--- src/hw/timer_pkg.sv ---
package timer_pkg;

  // ****************************************************
  // sizes and clock rates
  // ****************************************************
  localparam int unsigned NUM_TIMERS = 4;
  localparam int unsigned CNT_W      = 16;
  localparam int unsigned ADDR_W     = 8;
  localparam int unsigned DATA_W     = 8;
  localparam int unsigned ACC_W      = 17;
  localparam logic [ACC_W-1:0] CLK_KHZ  = 17'h1e848; // 125000 kHz
  localparam logic [ACC_W-1:0] FAST_KHZ = 17'h034f8; // 13560 kHz
  localparam logic [ACC_W-1:0] SLOW_KHZ = 17'h000d4; // 212 kHz

  // ****************************************************
  // register offsets
  // ****************************************************
  localparam logic [7:0] GLOBAL_CTRL_OFS    = 8'h00;
  localparam logic [7:0] IRQ_STATUS_OFS     = 8'h01;
  localparam logic [7:0] IRQ_MASK_OFS       = 8'h02;
  localparam logic [7:0] WAKE_CTRL_OFS      = 8'h03;
  localparam logic [7:0] WAKE_RELOAD_LO_OFS = 8'h04;
  localparam logic [7:0] WAKE_RELOAD_HI_OFS = 8'h05;
  localparam logic [7:0] WAKE_COUNT_LO_OFS  = 8'h06;
  localparam logic [7:0] WAKE_COUNT_HI_OFS  = 8'h07;
  localparam logic [7:0] TIMER_BASE_OFS     = 8'h10;
  localparam logic [7:0] TIMER_STRIDE       = 8'h08;
  localparam logic [2:0] T_CTRL_SUB         = 3'h0;
  localparam logic [2:0] T_RELOAD_LO_SUB    = 3'h1;
  localparam logic [2:0] T_RELOAD_HI_SUB    = 3'h2;
  localparam logic [2:0] T_COUNT_LO_SUB     = 3'h3;
  localparam logic [2:0] T_COUNT_HI_SUB     = 3'h4;

  // ****************************************************
  // field positions
  // ****************************************************
  localparam int unsigned GC_RUN_LSB        = 0;
  localparam int unsigned GC_NOW_LSB        = 4;
  localparam int unsigned TC_CLKSEL_LSB     = 0;
  localparam int unsigned TC_AUTO_POS       = 2;
  localparam int unsigned TC_STARTSEL_POS   = 3;
  localparam int unsigned TC_STOPEN_POS     = 4;
  localparam int unsigned WC_RUN_POS        = 0;
  localparam int unsigned WC_AUTO_RELOAD_POS = 1;
  localparam int unsigned WC_AUTO_STBY_POS  = 2;
  localparam int unsigned WC_ENTER_STBY_POS = 3;
  localparam int unsigned IRQ_WAKE_POS      = 4;
  localparam int unsigned IRQ_CARD_POS      = 5;

  // ****************************************************
  // reset values
  // ****************************************************
  localparam logic [7:0]       CTRL_RST   = 8'h00;
  localparam logic [7:0]       MASK_RST   = 8'h00;
  localparam logic [7:0]       STATUS_RST = 8'h00;
  localparam logic [CNT_W-1:0] RELOAD_RST = 16'h0000;
  localparam logic [CNT_W-1:0] COUNT_RST  = 16'h0000;

  // ****************************************************
  // timer clock sources
  // ****************************************************
  typedef enum logic [1:0] {
    SEL_FAST = 2'h0,
    SEL_SLOW = 2'h1,
    SEL_WAKE = 2'h2
  } clk_sel_t;

endpackage

--- src/hw/timer_ch_if.sv ---
`timescale 1ns/1ns
`default_nettype none
interface timer_ch_if;
  import timer_pkg::*;
  logic             startCmd;
  logic             stopCmd;
  logic [CNT_W-1:0] reload;
  logic [1:0]       clkSel;
  logic             autoReload;
  logic             startSel;
  logic             stopEn;
  logic             tickFast;
  logic             tickSlow;
  logic             tickWake;
  logic             startEvt;
  logic             stopEvt;
  logic [CNT_W-1:0] count;
  logic             running;
  logic             underflow;

  modport ctl (
    output startCmd, stopCmd, reload, clkSel, autoReload, startSel,
           stopEn, tickFast, tickSlow, tickWake, startEvt, stopEvt,
    input  count, running, underflow
  );
  modport chan (
    input  startCmd, stopCmd, reload, clkSel, autoReload, startSel,
           stopEn, tickFast, tickSlow, tickWake, startEvt, stopEvt,
    output count, running, underflow
  );
endinterface
`default_nettype wire

--- src/hw/reader_timer_unit.sv ---
// Overview of operation
// - after reload and start, count down from the chosen start event
// - a stop event before underflow halts the timer with no interrupt
// - without stop, count to zero, flag underflow on the next tick
// - wake timer expiry brings the system out of standby
// - with auto standby return and no card found, re-enter standby
// - wake timer counts edges of the low frequency oscillator
// - with auto standby return clear, stay powered after an empty detect
// - stop-watch: count from start, freeze counter at the stop event
// - every underflow sets the timer's sticky status bit
// - one-shot: interrupt pin rises once the interval has elapsed
// - auto reload with interrupt enabled gives periodic interrupts
// - four 16-bit counters, reload 0000 to ffff in two byte registers
// - timer clock is 13.56 MHz, 212 kHz or wake timer underflow
// - underflow either stops at zero or restarts from reload
// - shared control starts/stops each timer and shows running state
`timescale 1ns/1ns
`default_nettype none
module reader_timer_unit
  import timer_pkg::*;
(
  input  wire logic              clk,
  input  wire logic              nrst,
  input  wire logic [ADDR_W-1:0] addr,
  input  wire logic [DATA_W-1:0] wdata,
  input  wire logic              wrEn,
  input  wire logic              rdEn,
  output logic      [DATA_W-1:0] rdata,
  input  wire logic              lfoClkPin,
  input  wire logic              startEvtPin,
  input  wire logic              stopEvtPin,
  input  wire logic              detectDone,
  input  wire logic              cardFound,
  output logic                   standbyOn,
  output logic                   irq
);

  // ****************************************************
  // state
  // ****************************************************
  typedef struct packed {
    logic [2:0]                      sync1;
    logic [2:0]                      sync2;
    logic                            lfoPrev;
    logic [ACC_W-1:0]                accFast;
    logic [ACC_W-1:0]                accSlow;
    logic                            tickFast;
    logic                            tickSlow;
    logic [NUM_TIMERS-1:0]           startCmd;
    logic [NUM_TIMERS-1:0]           stopCmd;
    logic [NUM_TIMERS-1:0][7:0]      ctrl;
    logic [NUM_TIMERS-1:0][CNT_W-1:0] reload;
    logic [7:0]                      irqStat;
    logic [7:0]                      irqMask;
    logic [7:0]                      wakeCtrl;
    logic [CNT_W-1:0]                wakeReload;
    logic [CNT_W-1:0]                wakeCnt;
    logic                            wakeUflow;
    logic                            standby;
    logic [DATA_W-1:0]               rdata;
  } top_t;

  top_t s_r;
  top_t s_nxt;

  logic [NUM_TIMERS-1:0]            chRunning;
  logic [NUM_TIMERS-1:0]            chUflow;
  logic [NUM_TIMERS-1:0][CNT_W-1:0] chCount;

  timer_ch_if chIf[NUM_TIMERS] ();

  // ****************************************************
  // address decoding
  // ****************************************************
  // true when a lies in the window of general timer idx
  function automatic logic timerHit(input logic [ADDR_W-1:0] a,
                                    input int unsigned      idx);
    logic [ADDR_W-1:0] base;
    base = TIMER_BASE_OFS + ADDR_W'(idx) * TIMER_STRIDE;
    return (a >= base) && (a < base + TIMER_STRIDE);
  endfunction

  // register within a timer window
  function automatic logic [2:0] timerSub(input logic [ADDR_W-1:0] a);
    return a[2:0];
  endfunction

  // ****************************************************
  // general timer channels
  // ****************************************************
  genvar g;
  generate
    for (g = 0; g < NUM_TIMERS; g++) begin : gen_ch
      assign chIf[g].startCmd   = s_r.startCmd[g];
      assign chIf[g].stopCmd    = s_r.stopCmd[g];
      assign chIf[g].reload     = s_r.reload[g];
      assign chIf[g].clkSel     = s_r.ctrl[g][TC_CLKSEL_LSB +: 2];
      assign chIf[g].autoReload = s_r.ctrl[g][TC_AUTO_POS];
      assign chIf[g].startSel   = s_r.ctrl[g][TC_STARTSEL_POS];
      assign chIf[g].stopEn     = s_r.ctrl[g][TC_STOPEN_POS];
      assign chIf[g].tickFast   = s_r.tickFast;
      assign chIf[g].tickSlow   = s_r.tickSlow;
      assign chIf[g].tickWake   = s_r.wakeUflow;
      assign chIf[g].startEvt   = s_r.sync2[1];
      assign chIf[g].stopEvt    = s_r.sync2[2];
      assign chRunning[g]       = chIf[g].running;
      assign chUflow[g]         = chIf[g].underflow;
      assign chCount[g]         = chIf[g].count;

      timer_channel u_ch (
        .clk  (clk),
        .nrst (nrst),
        .ch   (chIf[g])
      );
    end
  endgenerate

  // ****************************************************
  // next state
  // ****************************************************
  always_comb begin
    logic [7:0]       irqSet;
    logic [7:0]       irqClr;
    logic [ACC_W:0]   sumF;
    logic [ACC_W:0]   sumS;
    logic             lfoEdge;
    irqSet  = 8'h00;
    irqClr  = 8'h00;
    sumF    = {1'b0, s_r.accFast} + {1'b0, FAST_KHZ};
    sumS    = {1'b0, s_r.accSlow} + {1'b0, SLOW_KHZ};
    lfoEdge = s_r.sync2[0] && !s_r.lfoPrev;
    s_nxt   = s_r;

    // pin synchronisers
    s_nxt.sync1   = {stopEvtPin, startEvtPin, lfoClkPin};
    s_nxt.sync2   = s_r.sync1;
    s_nxt.lfoPrev = s_r.sync2[0];

    s_nxt.tickFast = (sumF >= {1'b0, CLK_KHZ});
    s_nxt.accFast  = ACC_W'(s_nxt.tickFast ? sumF - {1'b0, CLK_KHZ} : sumF);
    s_nxt.tickSlow = (sumS >= {1'b0, CLK_KHZ});
    s_nxt.accSlow  = ACC_W'(s_nxt.tickSlow ? sumS - {1'b0, CLK_KHZ} : sumS);

    s_nxt.startCmd  = '0;
    s_nxt.stopCmd   = '0;
    s_nxt.wakeUflow = 1'b0;
    s_nxt.rdata     = '0;

    if (s_r.wakeCtrl[WC_RUN_POS] && lfoEdge) begin
      if (s_r.wakeCnt == COUNT_RST) begin
        s_nxt.wakeUflow            = 1'b1;
        irqSet[IRQ_WAKE_POS]       = 1'b1;
        s_nxt.standby              = 1'b0;
        if (s_r.wakeCtrl[WC_AUTO_RELOAD_POS]) begin
          s_nxt.wakeCnt = s_r.wakeReload;
        end else begin
          s_nxt.wakeCtrl[WC_RUN_POS] = 1'b0;
        end
      end else begin
        s_nxt.wakeCnt = s_r.wakeCnt - 16'h0001;
      end
    end

    // card detect outcome
    if (detectDone) begin
      if (cardFound) begin
        irqSet[IRQ_CARD_POS] = 1'b1;
      end else if (s_r.wakeCtrl[WC_AUTO_STBY_POS]) begin
        s_nxt.standby = 1'b1;
      end
    end

    irqSet[NUM_TIMERS-1:0] = chUflow;

    // register writes
    if (wrEn) begin
      unique case (addr)
        GLOBAL_CTRL_OFS: begin
          s_nxt.startCmd = wdata[GC_NOW_LSB +: NUM_TIMERS] &
                           wdata[GC_RUN_LSB +: NUM_TIMERS];
          s_nxt.stopCmd  = wdata[GC_NOW_LSB +: NUM_TIMERS] &
                           ~wdata[GC_RUN_LSB +: NUM_TIMERS];
        end
        IRQ_STATUS_OFS: irqClr = wdata;
        IRQ_MASK_OFS:   s_nxt.irqMask = wdata;
        WAKE_CTRL_OFS: begin
          s_nxt.wakeCtrl = wdata & ~(8'h01 << WC_ENTER_STBY_POS);
          if (wdata[WC_RUN_POS] && !s_r.wakeCtrl[WC_RUN_POS]) begin
            s_nxt.wakeCnt = s_r.wakeReload;
          end
          if (wdata[WC_ENTER_STBY_POS]) begin
            s_nxt.standby = 1'b1;
          end
        end
        WAKE_RELOAD_LO_OFS: s_nxt.wakeReload[7:0]  = wdata;
        WAKE_RELOAD_HI_OFS: s_nxt.wakeReload[15:8] = wdata;
        default: begin
          for (int i = 0; i < NUM_TIMERS; i++) begin
            if (timerHit(addr, i)) begin
              unique case (timerSub(addr))
                T_CTRL_SUB:      s_nxt.ctrl[i] = wdata;
                T_RELOAD_LO_SUB: s_nxt.reload[i][7:0]  = wdata;
                T_RELOAD_HI_SUB: s_nxt.reload[i][15:8] = wdata;
                default: begin
                end
              endcase
            end
          end
        end
      endcase
    end

    // status update, set wins over clear
    s_nxt.irqStat = (s_r.irqStat & ~irqClr) | irqSet;

    // register reads, unmapped read as zero
    if (rdEn) begin
      unique case (addr)
        GLOBAL_CTRL_OFS:    s_nxt.rdata = {4'h0, chRunning};
        IRQ_STATUS_OFS:     s_nxt.rdata = s_r.irqStat;
        IRQ_MASK_OFS:       s_nxt.rdata = s_r.irqMask;
        WAKE_CTRL_OFS:      s_nxt.rdata = s_r.wakeCtrl;
        WAKE_RELOAD_LO_OFS: s_nxt.rdata = s_r.wakeReload[7:0];
        WAKE_RELOAD_HI_OFS: s_nxt.rdata = s_r.wakeReload[15:8];
        WAKE_COUNT_LO_OFS:  s_nxt.rdata = s_r.wakeCnt[7:0];
        WAKE_COUNT_HI_OFS:  s_nxt.rdata = s_r.wakeCnt[15:8];
        default: begin
          for (int i = 0; i < NUM_TIMERS; i++) begin
            if (timerHit(addr, i)) begin
              unique case (timerSub(addr))
                T_CTRL_SUB:      s_nxt.rdata = s_r.ctrl[i];
                T_RELOAD_LO_SUB: s_nxt.rdata = s_r.reload[i][7:0];
                T_RELOAD_HI_SUB: s_nxt.rdata = s_r.reload[i][15:8];
                T_COUNT_LO_SUB:  s_nxt.rdata = chCount[i][7:0];
                T_COUNT_HI_SUB:  s_nxt.rdata = chCount[i][15:8];
                default:         s_nxt.rdata = '0;
              endcase
            end
          end
        end
      endcase
    end
  end

  // ****************************************************
  // state register
  // ****************************************************
  always_ff @(posedge clk or negedge nrst) begin
    if (!nrst) begin
      s_r            <= '0;
      s_r.ctrl       <= {NUM_TIMERS{CTRL_RST}};
      s_r.reload     <= {NUM_TIMERS{RELOAD_RST}};
      s_r.irqStat    <= STATUS_RST;
      s_r.irqMask    <= MASK_RST;
      s_r.wakeCtrl   <= CTRL_RST;
      s_r.wakeReload <= RELOAD_RST;
      s_r.wakeCnt    <= COUNT_RST;
    end else begin
      s_r <= s_nxt;
    end
  end

  // ****************************************************
  // outputs
  // ****************************************************
  assign rdata     = s_r.rdata;
  assign standbyOn = s_r.standby;
  assign irq = |(s_r.irqStat & s_r.irqMask);

endmodule
`default_nettype wire

--- src/hw/timer_channel.sv ---
`timescale 1ns/1ns
`default_nettype none
module timer_channel
  import timer_pkg::*;
(
  input  wire logic clk,
  input  wire logic nrst,
  timer_ch_if.chan  ch
);

  // ****************************************************
  // state
  // ****************************************************
  typedef enum logic [2:0] {
    CH_IDLE  = 3'b001,
    CH_ARMED = 3'b010,
    CH_COUNT = 3'b100
  } ch_state_t;

  typedef struct packed {
    ch_state_t        st;
    logic [CNT_W-1:0] cnt;
    logic             uflow;
  } chan_t;

  chan_t s_r;
  chan_t s_nxt;
  logic  tick;

  // selected timer clock
  always_comb begin
    unique case (clk_sel_t'(ch.clkSel))
      SEL_FAST: tick = ch.tickFast;
      SEL_SLOW: tick = ch.tickSlow;
      SEL_WAKE: tick = ch.tickWake;
      default:  tick = 1'b0;
    endcase
  end

  // counting sequence
  always_comb begin
    s_nxt       = s_r;
    s_nxt.uflow = 1'b0;
    if (ch.stopCmd) begin
      s_nxt.st = CH_IDLE;
    end else if (ch.startCmd) begin
      s_nxt.cnt = ch.reload;
      s_nxt.st  = ch.startSel ? CH_ARMED : CH_COUNT;
    end else begin
      unique case (s_r.st)
        CH_IDLE: begin
        end
        CH_ARMED: begin
          if (ch.startEvt) begin
            s_nxt.st = CH_COUNT;
          end
        end
        CH_COUNT: begin
          if (ch.stopEn && ch.stopEvt) begin
            s_nxt.st = CH_IDLE;
          end else if (tick) begin
            if (s_r.cnt == COUNT_RST) begin
              s_nxt.uflow = 1'b1;
              if (ch.autoReload) begin
                s_nxt.cnt = ch.reload;
              end else begin
                s_nxt.st = CH_IDLE;
              end
            end else begin
              s_nxt.cnt = s_r.cnt - 16'h0001;
            end
          end
        end
        default: s_nxt.st = CH_IDLE;
      endcase
    end
  end

  // state register
  always_ff @(posedge clk or negedge nrst) begin
    if (!nrst) begin
      s_r <= '{st: CH_IDLE, cnt: COUNT_RST, uflow: 1'b0};
    end else begin
      s_r <= s_nxt;
    end
  end

  // status back to the register file
  assign ch.count     = s_r.cnt;
  assign ch.running   = (s_r.st != CH_IDLE);
  assign ch.underflow = s_r.uflow;

endmodule
`default_nettype wire

--- config.mk ---
export PLATFORM = sky130hd
export DESIGN_NAME = reader_timer_unit
export DESIGN_NICKNAME = d
export VERILOG_FILES = /design/src/hw/timer_pkg.sv /design/src/hw/timer_ch_if.sv /design/src/hw/reader_timer_unit.sv /design/src/hw/timer_channel.sv
export SDC_FILE = /design/constraint.sdc
export NUM_CORES = 1
export LEC_CHECK = 0
export BUFFER_PORTS_ARGS = -buffer_cell sky130_fd_sc_hd__buf_2
export CORE_MARGIN = 2
export CORE_UTILIZATION = 30
export CTS_BUF_LIST = sky130_fd_sc_hd__clkbuf_16
export DETAILED_ROUTE_END_ITERATION = 7
export PLACE_DENSITY = 0.53
export SLEW_MARGIN = 20
export SYNTH_ARGS = -nofsm -noshare
export SYNTH_HDL_FRONTEND = slang
export SYNTH_SLANG_ARGS = --single-unit
--- constraint.sdc ---
create_clock -name clk -period 3.1 [get_ports clk]
set_input_delay 0.93 -clock clk [delete_from_list [all_inputs] [get_ports clk]]
set_output_delay 0.93 -clock clk [all_outputs]
set_load 0.005 [all_outputs]
* After elaboration in Yosys (flattened, before gate mapping)
Cells that the tools add are included.
W data, S select, Z words.
** Word-level totals
- Bits in registers :: 292
- Input port bits :: 25
- Output and inout port bits :: 10
- Logic and storage cells :: 320
** Operators by class
- $add $sub $neg :: 9
- Order comparisons :: 10
- Equality and inequality tests :: 63
- Multiplexer cells :: 125
- Bitwise gates (word level) :: 12
- Reduce and logical (&&, ||, !) cells :: 58
** Operators with widths (number)
- $mux W16 :: 16
- $mux W8 :: 26
- $mux W17 :: 10
- $pmux W8 S5 :: 4
- $mux W104 :: 1
- $mux W96 :: 1
- $logic_not A16 Y1 :: 5
- $mux W20 :: 4
- $sub A16 B1 Y16 const B :: 5
- $mux W19 :: 4
- $pmux W8 S8 :: 1
- $mux W3 :: 21
- $reduce_and A4 Y1 :: 12
- $ne A5 B3 Y1 const B :: 8
- $reduce_and A5 Y1 :: 8
- $ge A18 B17 Y1 const B :: 2
- $pmux W3 S3 :: 4
- $sub A17 B17 Y17 const B :: 2
- $mux W33 :: 1
- $eq A8 B3 Y1 const B :: 4
- $mux W1 :: 26
- $lt A8 B6 Y1 const B :: 3
- $ne A3 B3 Y1 const B :: 8
- $ne A5 B4 Y1 const B :: 4
- other kinds (33) :: 97

* Logic depth before layout (Yosys ltp)
- Depth in word-level cells :: 10
- Mapped depth :: 12
- Gate-level depth less buffers :: 11

* Hierarchy
A second synthesis with hierarchy kept.
** Unflattened totals
- Cells, all modules :: 1957
- Area, all modules :: 18146.2 µm²
** Modules (own cells, without submodules)
- reader_timer_unit :: instances 1, cells an instance 1192, area each 11733.8 µm², sequential area each 5180.0 µm²
- timer_channel at gen_ch[0].u_ch ... :: instances 2, cells an instance 188, area each 1556.5 µm², sequential area each 501.7 µm²
- timer_channel at gen_ch[3].u_ch :: instances 1, cells an instance 201, area each 1735.4 µm², sequential area each 501.7 µm²
- timer_channel at gen_ch[2].u_ch :: instances 1, cells an instance 188, area each 1564.0 µm², sequential area each 501.7 µm²

* Worst setup path before layout
Ideal clock, no wire load.
- Path type :: input to register
- Start point :: input addr[4]
- End point :: register s_r[19] in the netlist's numbering
- Library setup time :: 123 ps
- Arrival time :: 2681 ps
- Data required time :: 2977 ps
- Path slack :: 296 ps
- Stages :: 8
- Buffers on the path :: 1
- Cells stage by stage :: nor3_1 nor3b_1 nand4_1 clkbuf_1 nor3_1 a21oi_1 o22ai_1 a21oi_1
** RTL lines
- start, declared :: RTL line reader_timer_unit.sv:24 : input wire logic [ADDR_W-1:0] addr,
- end signal, assigned :: RTL line reader_timer_unit.sv:259 : s_r <= s_nxt;
- end, declared :: RTL line reader_timer_unit.sv:63 : top_t s_r;

==> summary.txt <==
Outcome
  – Outcome: complete, no violations

Die
  – Die Y: 239 µm
  – Core ar.: 0.0550 mm²
  – Initial Util: 0.302
  – # rows: 86
  – Io pins: 35
  – Die Wd: 239 µm
  – DIE AREA: 0.0573 mm²

Clock tree
  – Bufs on Longest Clock Path: 3
  – Latest clock arrival within the worst-skew pair: 0.56 ns
  – # clock sinks: 287
  – Clock transition at path regs: 0.06 ns
  – CTS buffer count: 36
  – CTS root buf: clkbuf_16
  – Htree depth: 2
  – CTS Hold Buffers Added: 0
  – CTS tree: yes

Cells and area
  – Synthesis-to-finish area growth: 15.1%
  – Finished Core Util: 0.348
  – Commonest non-fill, non-tap cells in the layout: dfrtp_1 (283), nand2_1 (162), o21ai_0 (153), nor2_1 (148), mux2_2 (130)
  – Fin nets: 1871
  – Layout cell share with drive strength beyond 1: 0.189
  – Most common cell after layout, fill and taps aside: dfrtp_1

Min path
  – Worst hold path type: input pin to async pin

Route
  – Drt pass-1 iters: 7
  – Routed WL: 52800 µm
  – Drt initial violations: 1288
  – Final ANT Viol Nets: 0
  – Wire length per cell: 20.2 µm
  – DRC viols: 0
  – Vias: 14100
  – DR vias/cell: 5.42

Synth
  – Post-Syn Area per Cell: 9.34 µm²
  – Register area share after synthesis: 0.432
  – Post-Syn Instances: 1780
  – Post-synth top area cell: dfrtp_1
  – Post-Syn Area: 0.0166 mm²
  – Synth unique cells: 87
  – Number of flops mapped to enable cells by yosys: 0
  – Post-synth top flop: dfrtp_1
  – Synth Net Count: 1817
  – YS warnings: 0
  – Synth top area cells: dfrtp_1 (43%), mux2_2 (8.8%), o21ai_0 (4.7%)
  – Async set-reset flop share out of synthesis: 1.00
  – Seq cells post-synth: 287
  – Synth top area share: 0.426

Global routing
  – Largest net degree at the start of global routing: 73
  – Vias in the first global route: 13700
  – All-Layer GR Usage: 0.185
  – First-pass GRT wire length: 82100 µm
  – Gr ovfl total: 0
  – Antenna violations before repair: 0

Setup path
  – Kind of critical path: flop to flop
  – CP Launch Type: flop
  – Critical path's top delay family: simple AND/OR/NAND/NOR gates
  – CP bufs+invs: 2
  – Critical Path RT: 3.54 ns
  – Critical-path top delay cell: or4_1
  – CP peak stage delay: 0.56 ns
  – Worst-path cell chain: inv_1 > ha_1 > or3b_2 > or4_1 > nor3_2 > nand2_1 > inv_1 > a21oi_1 > o22ai_1 > a21oi_1
  – CP endpoint kind: flop
  – Worst path arrival time: 3.33 ns
  – Critical Path Fanout Max: 8

Timing
  – Total Neg Setup Slack: 0 ns
  – Fin. max-slew vios: 0
  – Fmax: 347 MHz
  – Worst Tran Pin Value: 0.737 ns
  – RSZ-0062 raised after global routing: no
  – Max-slew headroom at the worst pin: 0.504
  – Final hold slack: 0.228 ns
  – Endpoints failing hold: 0
  – Final Setup Violations: 0
  – Minimum clock period: 2.89 ns
  – Crit share post-route: 0.931
  – Worst Skew: 0.0243 ns

Power and ir drop
  – P_leak: 0.00830 µW
  – Pwr/cell area: 457 mW/mm²
  – VDD IR max: 0.000271 V

Run
  – Max cap viols: 0

Placed design
  – I/O Buffers: 34
  – HPWL Detailed: 37100 µm
  – Routability cong.: 0.912
==> worst reg2reg max path, cell delays in order, from the launching register on <==
cell and delay (ns):
dfrtp_1 0.43, inv_1 0.11, ha_1 0.17, or3b_2 0.50, or4_1 0.56, nor3_2 0.27
nand2_1 0.24, inv_1 0.15, a21oi_1 0.12, o22ai_1 0.17, a21oi_1 0.06
==> where the power goes <==
part / internal (µW) / switching [µW]
clock: 2250 / 1690
sequential: 3870 / 141
combinational: 301 / 502
==> stage by stage <==
step | setup slack, ns | cells | power [µW] | area (µm²)
global placement | -0.155 | 2541 | 4860 | 18000
detailed placement | -0.129 | 2541 | 4870 | 18000
global route | 0.0163 | 2608 | 9110 | 19100
floorplan | 0.296 | 1780 | 4500 | 16600
CTS | 0.143 | 2605 | 8870 | 19100
finish | 0.215 | 2609 | 8750 | 19100
==> per-layer routing <==
| metal | vias up | GRT usage | routed length, µm |
|---|---|---|---|
| li1 | 6621 | - | - |
| met1 | 6986 | 0.248 | 23200 |
| met2 | 434 | 0.299 | 24700 |
| met3 | 105 | 0.0249 | 2800 |
| met4 | 0 | 0.0782 | 2090 |
| met5 | - | 0 | 0 |
==> kinds of logic after synthesis <==
kind of cell	after synthesis	share of synthesized area
flip-flops	287	0.432
adder cells (fa/ha/maj)	12	0.00903
AND/OR/NAND/NOR	584	0.175
XOR/XNOR	56	0.0295
AO/OA/AOI/OAI	515	0.193
multiplexers	175	0.123
buffers and inverters	151	0.0386
==> state kept, by name, summed over array words and instances, names as in the netlist <==
name	count
chIf.tickWake	1
chIf.startEvt	1
chIf.autoReload	4
chIf.stopCmd	4
gen_ch.u_ch.ch.underflow	4
s_nxt	4
chIf.clkSel	8
chIf.tickFast	1
standbyOn	1
chIf.startCmd	4
chIf.startSel	4
gen_ch.u_ch.s_r	12
s_r	97
chIf.reload	64
chIf.tickSlow	1
rdata	8
chIf.stopEvt	1
chIf.stopEn	4
gen_ch.u_ch.ch.count	64
==> area by class of cell <==
type | instances | area, µm²
repair buffers | 121 | 923
flip-flops and latches | 287 | 7190
well taps | 748 | 936
multi-input cells | 1342 | 8820
clock inverters | 27 | 155
diodes | 1 | 2.50
fillers | 5619 | 35900
clock buffers | 37 | 926
inverters | 46 | 173
==> synth_stat cells, drive strengths merged, types with 14 or more instances <==
cell type	number
mux2	130
a31oi	16
inv	45
a211oi	14
o21ai	162
clkbuf	64
dfrtp	283
nor4	18
nor2b	22
xor2	22
xnor2	34
mux2i	35
nand2	163
nor2	149
nand3	47
o211ai	20
a21oi	130
a221oi	17
nor3	63
buf	41
a22oi	34
nand2b	26
o22ai	36
==> what timing repair did <==
item                       4_1_cts  5_1_grt
resized for setup                0        7
setup buffers                    0        3
setup endpoints to repair        0       11
==> path summary, 6_finish.rpt <==
check                           startpoint                endpoint  slack (ns)  cells after the start
min in group clk                s_nxt[207]              s_nxt[206]        0.35                      0
worst max-delay path               s_r[10]                 s_r[19]        0.21                     10
worst min-delay path                  nrst                 s_r[19]        0.23                      1
max in group asynchronous             nrst  gen_ch[3].u_ch.s_r[17]        2.12                      2
worst min register to register  s_nxt[207]              s_nxt[206]        0.35                      0
worst max register to register     s_r[10]                 s_r[19]        0.21                     10
No activity file was read; power rests on OpenSTA's default activity.
